[config.mk]
export PLATFORM = sky130hd
export DESIGN_NAME = four_level_interrupt_ctrl
export DESIGN_NICKNAME = d
export VERILOG_FILES = /design/src/intc_pkg.sv /design/src/irq_pick_if.sv /design/src/irq_picker.sv /design/src/four_level_interrupt_ctrl.sv
export SDC_FILE = /design/constraint.sdc
export NUM_CORES = 1
export LEC_CHECK = 0
export BUFFER_PORTS_ARGS = -buffer_cell sky130_fd_sc_hd__buf_2
export CORE_ASPECT_RATIO = 0.8
export CORE_MARGIN = 2
export CORE_UTILIZATION = 30
export DETAILED_ROUTE_END_ITERATION = 10
export GPL_TIMING_DRIVEN = 0
export REMOVE_ABC_BUFFERS = 1
export SLEW_MARGIN = 20
export SYNTH_ARGS = -nofsm -noshare
export SYNTH_HDL_FRONTEND = slang
export SYNTH_SLANG_ARGS = --single-unit
[constraint.sdc]
create_clock -name i_sys_clk -period 19.15 [get_ports i_sys_clk]
set_input_delay 2.8725 -clock i_sys_clk [delete_from_list [all_inputs] [get_ports i_sys_clk]]
set_output_delay 2.8725 -clock i_sys_clk [all_outputs]
set_load 0.1 [all_outputs]
[src/intc_pkg.sv]
/*
 * intc_pkg: constants for the four-level interrupt controller.
 * assumes: an 8-bit special function register bus from the core.
 */
package intc_pkg;

    // ------------------------------------------------------------
    // sources and register map
    // ------------------------------------------------------------
    localparam int unsigned N_SRC  = 6;
    localparam int unsigned N_LVL  = 4;
    localparam logic [7:0] INTERRUPT_ENABLE_REG_ADDR = 8'ha8;
    localparam logic [7:0] PRIORITY_UPPER_REG_ADDR   = 8'hb7;
    localparam logic [7:0] PRIORITY_LOW_REG_ADDR     = 8'hb8;
    localparam logic [7:0] INTERRUPT_ENABLE_RST      = 8'h00;
    localparam logic [7:0] PRIORITY_RST              = 8'h00;

    // ------------------------------------------------------------
    // field positions, shared by enable and both priority registers
    // ------------------------------------------------------------
    localparam int unsigned EXT_LINE0_BIT      = 0;
    localparam int unsigned TIMER0_BIT         = 1;
    localparam int unsigned EXT_LINE1_BIT      = 2;
    localparam int unsigned TIMER1_BIT         = 3;
    localparam int unsigned UART_BIT           = 4;
    localparam int unsigned TIMER2_BIT         = 5;
    localparam int unsigned GLOBAL_INT_ENABLE_BIT = 7;
    localparam logic [7:0] ENABLE_IMPL_MASK    = 8'hbf;
    localparam logic [7:0] PRIORITY_IMPL_MASK  = 8'h3f;

    // ------------------------------------------------------------
    // vectors, indexed by polling rank (= bit position)
    // ------------------------------------------------------------
    localparam logic [7:0] VEC_EXT_LINE0 = 8'h03;
    localparam logic [7:0] VEC_TIMER0    = 8'h0b;
    localparam logic [7:0] VEC_EXT_LINE1 = 8'h13;
    localparam logic [7:0] VEC_TIMER1    = 8'h1b;
    localparam logic [7:0] VEC_UART      = 8'h23;
    localparam logic [7:0] VEC_TIMER2    = 8'h2b;

    typedef logic [1:0] level_t;
    typedef logic [2:0] src_idx_t;

endpackage : intc_pkg

[src/irq_pick_if.sv]
/*
 * irq_pick_if: carries pending flags and settings to the priority picker
 * and the winner back.
 * assumes: both ends on the same clock; purely combinational path.
 */
`timescale 1ns/1ns
`default_nettype none
interface irq_pick_if;
    import intc_pkg::*;
    logic [N_SRC-1:0] pending;
    logic [7:0]       enable;
    logic [7:0]       prio_low;
    logic [7:0]       prio_upper;
    logic             win_valid;
    src_idx_t         win_idx;
    level_t           win_level;

    modport ctrl   (output pending, enable, prio_low, prio_upper,
                    input  win_valid, win_idx, win_level);
    modport picker (input  pending, enable, prio_low, prio_upper,
                    output win_valid, win_idx, win_level);
endinterface : irq_pick_if
`default_nettype wire

[src/irq_picker.sv]
/*
 * irq_picker: picks the highest-level enabled pending source, ties broken
 * by polling rank.
 * assumes: inputs are stable registered values of the same clock.
 */
`timescale 1ns/1ns
`default_nettype none
module irq_picker
    import intc_pkg::*;
(
    irq_pick_if.picker pick
);

    // ------------------------------------------------------------
    // per-source eligibility and level
    // ------------------------------------------------------------
    logic [N_SRC-1:0] eligible;
    level_t           lvl [N_SRC];

    genvar g;
    generate
        for (g = 0; g < N_SRC; g++)
        begin : g_src
            // reserved bit 6 never joins the and-term
            assign eligible[g] = pick.pending[g] & pick.enable[g]
                               & pick.enable[GLOBAL_INT_ENABLE_BIT];
            assign lvl[g]      = {pick.prio_upper[g], pick.prio_low[g]};
        end
    endgenerate

    // ------------------------------------------------------------
    // selection
    // ------------------------------------------------------------
    always_comb
    begin
        pick.win_valid = 1'b0;
        pick.win_idx   = '0;
        pick.win_level = '0;
        // ascending scan with strict compare keeps the lower rank on ties
        for (int i = 0; i < N_SRC; i++)
        begin
            if (eligible[i] && (!pick.win_valid || lvl[i] > pick.win_level))
            begin
                pick.win_valid = 1'b1;
                pick.win_idx   = src_idx_t'(i);
                pick.win_level = lvl[i];
            end
        end
    end

endmodule : irq_picker
`default_nettype wire

[src/four_level_interrupt_ctrl.sv]
/*
 * four_level_interrupt_ctrl: six-source, four-level interrupt controller
 * with enable and two priority registers on the core's register bus.
 * assumes: flags come from peripherals on the same clock; the core pulses
 * i_int_ack for one cycle when it enters the vector and i_int_return when
 * it leaves a routine.
 */
`timescale 1ns/1ns
`default_nettype none
module four_level_interrupt_ctrl
    import intc_pkg::*;
(
    input  wire logic       i_sys_clk,
    input  wire logic       i_nrst,
    input  wire logic [7:0] i_sfr_addr,
    input  wire logic       i_sfr_wr,
    input  wire logic [7:0] i_sfr_wdata,
    output logic      [7:0] o_sfr_rdata,
    input  wire logic       i_ext_line0_flag,
    input  wire logic       i_ext_line0_edge_mode,
    input  wire logic       i_ext_line1_flag,
    input  wire logic       i_ext_line1_edge_mode,
    input  wire logic       i_timer0_overflow_flag,
    input  wire logic       i_timer1_overflow_flag,
    input  wire logic       i_timer2_overflow_flag,
    input  wire logic       i_timer2_external_flag,
    input  wire logic       i_uart_rx_flag,
    input  wire logic       i_uart_tx_flag,
    input  wire logic       i_int_ack,
    input  wire logic       i_int_return,
    output logic            o_int_req,
    output logic      [7:0] o_int_vector,
    output logic      [1:0] o_int_level,
    output logic      [3:0] o_in_service,
    output logic            o_ext_line0_clr,
    output logic            o_ext_line1_clr,
    output logic            o_timer0_overflow_clr,
    output logic            o_timer1_overflow_clr
);

    // ------------------------------------------------------------
    // helpers
    // ------------------------------------------------------------
    function automatic logic [7:0] vector_of(input src_idx_t idx);
        case (idx)
            3'd0:    vector_of = VEC_EXT_LINE0;
            3'd1:    vector_of = VEC_TIMER0;
            3'd2:    vector_of = VEC_EXT_LINE1;
            3'd3:    vector_of = VEC_TIMER1;
            3'd4:    vector_of = VEC_UART;
            default: vector_of = VEC_TIMER2;
        endcase
    endfunction : vector_of

    // index of highest set in-service level; valid flag in bit 2
    function automatic logic [2:0] top_level(input logic [3:0] ins);
        top_level = 3'b000;
        for (int i = 0; i < N_LVL; i++)
        begin
            if (ins[i])
            begin
                top_level = {1'b1, 2'(i)};
            end
        end
    endfunction : top_level

    // ------------------------------------------------------------
    // register file
    // ------------------------------------------------------------
    logic [7:0] enable_q, enable_d;
    logic [7:0] prio_low_q, prio_low_d;
    logic [7:0] prio_upper_q, prio_upper_d;
    logic [7:0] rdata_q, rdata_d;

    always_comb
    begin
        enable_d     = enable_q;
        prio_low_d   = prio_low_q;
        prio_upper_d = prio_upper_q;
        // reserved bits are not stored, so stray ones from software are harmless
        if (i_sfr_wr)
        begin
            case (i_sfr_addr)
                INTERRUPT_ENABLE_REG_ADDR: enable_d = i_sfr_wdata & ENABLE_IMPL_MASK;
                PRIORITY_UPPER_REG_ADDR:   prio_upper_d = i_sfr_wdata & PRIORITY_IMPL_MASK;
                PRIORITY_LOW_REG_ADDR:     prio_low_d = i_sfr_wdata & PRIORITY_IMPL_MASK;
                default:                   ;
            endcase
        end
        case (i_sfr_addr)
            INTERRUPT_ENABLE_REG_ADDR: rdata_d = enable_q;
            PRIORITY_UPPER_REG_ADDR:   rdata_d = prio_upper_q;
            PRIORITY_LOW_REG_ADDR:     rdata_d = prio_low_q;
            default:                   rdata_d = 8'h00;
        endcase
    end

    always_ff @(posedge i_sys_clk or negedge i_nrst)
    begin
        if (!i_nrst)
        begin
            enable_q     <= INTERRUPT_ENABLE_RST;
            prio_low_q   <= PRIORITY_RST;
            prio_upper_q <= PRIORITY_RST;
            rdata_q      <= 8'h00;
        end
        else
        begin
            enable_q     <= enable_d;
            prio_low_q   <= prio_low_d;
            prio_upper_q <= prio_upper_d;
            rdata_q      <= rdata_d;
        end
    end

    assign o_sfr_rdata = rdata_q;

    // ------------------------------------------------------------
    // request gathering and arbitration
    // ------------------------------------------------------------
    irq_pick_if pick_bus ();

    always_comb
    begin
        pick_bus.pending = '0;
        pick_bus.pending[EXT_LINE0_BIT] = i_ext_line0_flag;
        pick_bus.pending[TIMER0_BIT]    = i_timer0_overflow_flag;
        pick_bus.pending[EXT_LINE1_BIT] = i_ext_line1_flag;
        pick_bus.pending[TIMER1_BIT]    = i_timer1_overflow_flag;
        pick_bus.pending[UART_BIT]      = i_uart_rx_flag | i_uart_tx_flag;
        pick_bus.pending[TIMER2_BIT]    = i_timer2_overflow_flag | i_timer2_external_flag;
    end

    assign pick_bus.enable     = enable_q;
    assign pick_bus.prio_low   = prio_low_q;
    assign pick_bus.prio_upper = prio_upper_q;

    irq_picker u_picker (
        .pick (pick_bus.picker)
    );

    // ------------------------------------------------------------
    // service tracking and core handshake
    // ------------------------------------------------------------
    logic [3:0] in_service_q, in_service_d;
    logic       req_q, req_d;
    logic [7:0] vector_q, vector_d;
    level_t     level_q, level_d;
    src_idx_t   src_q, src_d;
    logic [3:0] clr_q, clr_d;
    logic [2:0] cur;
    logic       take;

    always_comb
    begin
        cur          = top_level(in_service_q);
        take         = i_int_ack & req_q;
        in_service_d = in_service_q;
        clr_d        = 4'b0000;
        // return first so a back-to-back ack in the same cycle still nests
        if (i_int_return && cur[2])
        begin
            in_service_d[cur[1:0]] = 1'b0;
        end
        if (take)
        begin
            in_service_d[level_q] = 1'b1;
            // level-mode external flags and uart/timer2 flags stay for software
            clr_d[0] = (src_q == src_idx_t'(EXT_LINE0_BIT)) & i_ext_line0_edge_mode;
            clr_d[1] = (src_q == src_idx_t'(EXT_LINE1_BIT)) & i_ext_line1_edge_mode;
            clr_d[2] = (src_q == src_idx_t'(TIMER0_BIT));
            clr_d[3] = (src_q == src_idx_t'(TIMER1_BIT));
        end
        // a request just taken is masked until its flag clear has landed
        req_d    = pick_bus.win_valid & ~take & (clr_q == 4'b0000)
                 & (!cur[2] || pick_bus.win_level > cur[1:0]);
        vector_d = vector_of(pick_bus.win_idx);
        level_d  = pick_bus.win_level;
        src_d    = pick_bus.win_idx;
    end

    always_ff @(posedge i_sys_clk or negedge i_nrst)
    begin
        if (!i_nrst)
        begin
            in_service_q <= 4'b0000;
            req_q        <= 1'b0;
            vector_q     <= 8'h00;
            level_q      <= '0;
            src_q        <= '0;
            clr_q        <= 4'b0000;
        end
        else
        begin
            in_service_q <= in_service_d;
            req_q        <= req_d;
            vector_q     <= vector_d;
            level_q      <= level_d;
            src_q        <= src_d;
            clr_q        <= clr_d;
        end
    end

    assign o_int_req             = req_q;
    assign o_int_vector          = vector_q;
    assign o_int_level           = level_q;
    assign o_in_service          = in_service_q;
    assign o_ext_line0_clr       = clr_q[0];
    assign o_ext_line1_clr       = clr_q[1];
    assign o_timer0_overflow_clr = clr_q[2];
    assign o_timer1_overflow_clr = clr_q[3];

endmodule : four_level_interrupt_ctrl
`default_nettype wire

* Yosys cells after proc, flatten, opt, wreduce, memory -nomap -nowiden
Cells that the tools add are included.
** Operators by class
- Order comparisons :: 10
- Eq/ne operators :: 10
- Multiplexer cells :: 30
- Bitwise logic cells :: 24
- Reduce and logical (&&, ||, !) cells :: 26
** Operators with widths (count)
- 6-bit case mux with 5 select lines :: 1
- 8-bit == test, second input constant :: 3
- 8-bit case mux with 3 select lines :: 1
- 1-bit AND :: 18
- 3-bit two-way mux :: 6
- 2-bit two-way mux :: 8
- 3-bit by 2-bit == test with 1-bit output, second input constant :: 4
- 2-bit greater-than comparator :: 6
- 4-bit two-way mux :: 3
- 1-bit two-way mux :: 9
- 1-bit logical AND :: 8
- 3-bit by 1-bit == test with 1-bit output, second input constant :: 2
- 1-bit zero test :: 6
- 3-bit zero test :: 2
- 1-bit logical OR :: 6
- 2-bit by 3-bit less-than comparator with 1-bit output, second input constant :: 2
- 2-bit AND reduction :: 3
- 4-bit AND :: 1
- 1-bit demux with 2-bit select :: 2
- 2-bit by 1-bit greater-or-equal comparator with 1-bit output, second input constant :: 2
- 4-bit zero test :: 1
- 4-bit inverter :: 1
- 4-bit OR :: 1
- 3-bit == test, second input constant :: 1
- other kinds (2) :: 3
** Storage, ports and cells
- Register bits :: 49
- Bits of input ports :: 31
- Output and inout bits :: 27
- Logic and storage cells :: 110

* Logic depth before layout (Yosys ltp)
- Word-level depth :: 26
- Mapped depth :: 37
- Mapped depth without buffers :: 37

* Modules after synthesis
A second synthesis with hierarchy kept.
** Second synthesis, totals
- Cells, all modules :: 219
- Area total of the unflattened synthesis :: 2359.8 um^2
** By module, submodules not included
- four_level_interrupt_ctrl :: instances 1, cells each 140, area each 1821.7 um^2, seq. area each 1101.1 um^2
- irq_picker :: instances 1, cells each 79, area each 538.0 um^2, seq. area each 0.0 um^2

* Least setup slack after synthesis
OpenSTA, ideal clock, no wires.
- Kind :: input to register
- From :: input i_ext_line0_flag
- To :: register req_q, in the netlist o_int_req
- Library setup time :: 122 ps
- Arrival :: 8739 ps
- Data required time :: 19028 ps
- Slack :: 10289 ps
- Cell stages on the path :: 35
- Path buffers :: 0
- Cell sequence :: and2_1 > nand3_1 > ha_1 > nand2b_1 > nand3b_1 > a21o_1 > and2_1 > ha_1 > nor2b_1 > o21ai_0 > a21o_1 > a31o_2 > ha_1 > nor2b_1 > o21ai_0 > a21oi_1 > mux2i_1 > inv_1 > ha_1 > nand2_1 > o21ai_0 > a21oi_2 > mux2i_1 > ha_1 > nor2b_1 > o21ai_0 > o22a_1 > nand2_1 > o22a_1 > o21a_1 > ha_1 > a21oi_1 > a21oi_1 > o211ai_1 > nor2_1
** Between the ends
- Cells in the longest elaborated chain, start to end :: 26
- Elaborated cells on any way between the ends :: 39
- Those cells by class :: order compare: 6; mux: 12; bitwise: 5; reduce/logical: 16
** RTL lines
- start: declaration :: RTL line four_level_interrupt_ctrl.sv:19 : input wire logic i_ext_line0_flag,
- 1-bit AND (*) :: RTL line irq_picker.sv:25 : assign eligible[g] = pick.pending[g] & pick.enable[g]
- 1-bit AND (*) :: RTL line irq_picker.sv:26 : & pick.enable[GLOBAL_INT_ENABLE_BIT];
- 2-bit two-way mux or 1-bit two-way mux (tied branches) :: RTL line irq_picker.sv:42 : if (eligible[i] && (!pick.win_valid || lvl[i] > pick.win_level))
- 2-bit greater-than comparator or 1-bit zero test (tied branches) :: RTL line irq_picker.sv:42
- 1-bit logical OR :: RTL line irq_picker.sv:42
- 1-bit logical AND :: RTL line irq_picker.sv:42
- 2-bit two-way mux or 1-bit two-way mux (tied branches) :: RTL line irq_picker.sv:42
- 2-bit greater-than comparator or 1-bit zero test (tied branches) :: RTL line irq_picker.sv:42
- [... 12 more ...]
- 1-bit logical OR :: RTL line irq_picker.sv:42
- 1-bit logical AND :: RTL line irq_picker.sv:42
- 2-bit two-way mux (*) :: RTL line irq_picker.sv:42
- net level_d[1] :: RTL line four_level_interrupt_ctrl.sv:148 : level_t level_q, level_d;
- 2-bit greater-than comparator (*) :: RTL line four_level_interrupt_ctrl.sv:176 : & (!cur[2] || pick_bus.win_level > cur[1:0]);
- 1-bit logical OR (*) :: RTL line four_level_interrupt_ctrl.sv:176
- 1-bit AND (*) :: RTL line four_level_interrupt_ctrl.sv:176
- net req_d :: RTL line four_level_interrupt_ctrl.sv:146 : logic req_q, req_d;
- end signal: assignment :: RTL line four_level_interrupt_ctrl.sv:196 : req_q <= req_d;
- end: declaration :: RTL line four_level_interrupt_ctrl.sv:146
Mark *: on every way through the listed nets, which the timed path passes. The rest lies on a longest branch.
A chain may end at the register's enable or synchronous reset.

* Worst setup path in the final report
Ends and elaborated chain as after synthesis.

==> flow_summary.toml <==
[sta]
fmax_mhz = 106
period_needed_ns = 9.45
rsz0062_at_grt = "no"
worst_slew_pin_slew_ns = 0.576
fin_crit_sh_pct = 49.3
fin_tns_setup_ns = 0
setup_viol = 0
finalClockSkew_ns = 0.00474
drv_slew = 0
max-slew-margin-rel_pct = 61.5
final_hold_viol_count = 0

[critical_path]
cp_common_cell = "ha_1"
path_max_fanout = 7
endpoint_kind = "flip-flop"
cpMaxStageDelayCell = "mux2i_1"
start_kind = "input pin"
setup.worst_path.class = "input pin to flip-flop"
crit_family = "compound AO/OA/AOI/OAI gates"
cpPeakStageDelay_ns = 0.46
critPathArrivalTime_ns = 9.64
required_ns = 19.34
cp_num_buf_inv = 2

[clock_network]
clkTransAtPathRegs_ns = 0.09
post_cts_buffers = 0
numCtsBuffers = 5
cts_resized = 0
cts_tree = "done"
insertion_delay_ns = 0.30
cts.sinks = 44
cts_root_buffer = "clkbuf_8"
cts_hold_buf = 0
cts_buffer_depth = 2
htreeDepth = 2

[cells_and_area]
antenna_cells = 0
layout.cells.most_common = "buf_2"
areaGrowthSynthToFinish_pct = 19.2
drive_above_1_share_pct = 32.8
n_fill_cell = 762
final_net_count = 307
final_cell_mix = "buf_2 (51), dfrtp_1 (44), inv_1 (20), mux2_2 (19), nand2_1 (15)"
fin_util_pct = 36.8

[placement]
place_congestion = 0.821
post-dp-hpwl_um = 3910
port_buffers = 52

[power]
p_leak_nw = 1.43
total_power_w = 0.000175
p_int_w = 0.000127
pwr-share-clk_pct = 33.7
p_per_area_nw_per_um2 = 64.6
p_sw_w = 0.0000482
p_sw_share_pct = 27.6
ir_worst_vdd_v = 0.0000228
pwr-share-seq_pct = 55.7
pwr-share-comb_pct = 10.6

[drt]
drc_errors = 0
dr.pass1.iters = 4
wl_um = 5100
post_drt_wl_per_cell_um = 14.4
drt_iter0_markers = 128
ant_nets = 0
vias = 1739
vias_per_cell = 4.90

[die]
ios = 58
die_area_um2 = 8280
start_util_pct = 30.9
core_region_area_um2 = 7360
fp.dieW_um = 101
rows = 28
fp.dieH_um = 81.8

[synth]
synth_edf_count = 0
synth_ff_type = "dfrtp_1"
synthDistinctLibCells = 41
synth_warnings = 0
synthCells = 208
avgSynthCellArea_um2 = 10.9
async_reset_ff_share_pct = 100
ys_seq_area_share_pct = 48.5
syn-cell-area_um2 = 2270
synth-seq-cells = 44

[global_route]
grt_pass1_wl_um = 8580
globalRouteOverflowTotal = 0
grt_pass1_vias = 1777
grt_usage_pct = 13.4
grt_max_degree = 45
antenna_found_initial = 0

[worst_hold_path]
hp-class = "flip-flop to flip-flop"

[outcome]
outcome = "finished clean"

[flow_run]
cap_violations = 0
## flip-flops by register name (all words and copies together), names as in the netlist
signal and count:
clr_q 4, enable_q 7, o_in_service 4, o_int_level 2, o_int_req 1, o_int_vector 4
o_sfr_rdata 7, pick_bus.prio_low 6, pick_bus.prio_upper 6, src_q 3
## synthesized netlist by cell type, types with 2 or more instances
master    count  area [µm²]
inv_1        20        75.1
and2_1        2        12.5
nor4_1        4        25.0
nand2_1      15        56.3
a222oi_1      6        60.1
nand3_1       7        35.0
nor2b_1       4        25.0
nand2b_1      4        25.0
nor2_1       10        37.5
o22a_1        2        17.5
mux2_2       19         214
nand4b_1      2        17.5
nand3b_1      2        15.0
buf_4         5        37.5
o21ai_0      10        50.1
o31ai_1       2        15.0
and3_1        2        12.5
o211ai_1      4        30.0
a31oi_1       2        12.5
a211oi_1      2        15.0
conb_1        2        7.51
mux2i_1       3        30.0
ha_1         12         150
a21o_1        4        30.0
dfrtp_1      44        1100
a21oi_1       4        20.0
## layout make-up
cell class | instances | area [µm²] | area share, %
flip-flops and latches | 44 | 1100 | 40.7
multi-input cells | 141 | 1060 | 39.3
repair buffers | 52 | 263 | 9.71
well taps | 90 | 113 | 4.16
inverters | 20 | 75.1 | 2.77
clock buffers | 5 | 68.8 | 2.54
clock inverters | 3 | 23.8 | 0.878
## power groups by stage
stage | Clock [W] | Sequential (W) | Combinational [W]
finish | 0.0000590 | 0.0000974 | 0.0000185
global route | 0.0000654 | 0.0000978 | 0.0000205
CTS | 0.0000614 | 0.0000974 | 0.0000188
detailed placement | 0 | 0.0000992 | 0.0000187
global placement | 0 | 0.0000992 | 0.0000183
floorplan | 0 | 0.000101 | 0.00000874
## metrics by stage
stage                     hold slack [ns]  instances  cell area (µm²)  setup WS [ns]
after floorplan                     0.408        205             2240          10.28
after global placement              0.418        347             2610           9.50
after detailed placement            0.420        347             2610           9.42
after CTS                           0.434        355             2700           9.73
after global routing                0.455        355             2710           9.07
final                               0.435        355             2710           9.70
## cells by family after synthesis
kind of cell	share of synthesized area (%)
adders and majority gates	6.62
muxes	10.7
and+or+nand+nor	14.3
buffers and inverters	5.18
AOI/OAI and AO/OA	14.3
DFF	48.5
other	0.331
## per-layer routing
| metal | share of wire [%] | GRT usage (%) |
|---|---|---|
| met1 | 47 | 18.5 |
| met4 | 1.0 | 4.46 |
| met5 | 0 | 0 |
| met3 | 6.2 | 2.64 |
| met2 | 46 | 21.4 |
## worst paths after layout
path | slack [ns] | endpoint | start | cells past startpoint
worst max-delay path | 9.70 | o_int_req | i_ext_line0_flag | 36
worst min-delay path | 0.44 | clr_q[1] | src_q[2] | 1
worst max register to register | 11.93 | o_int_req | enable_q[0] | 34
worst min register to register | 0.44 | clr_q[1] | src_q[2] | 1
max in group asynchronous | 16.21 | o_int_vector[4] | i_nrst | 1
min in group asynchronous | 2.55 | enable_q[7] | i_nrst | 1
Power figures use the tool's default switching activity.
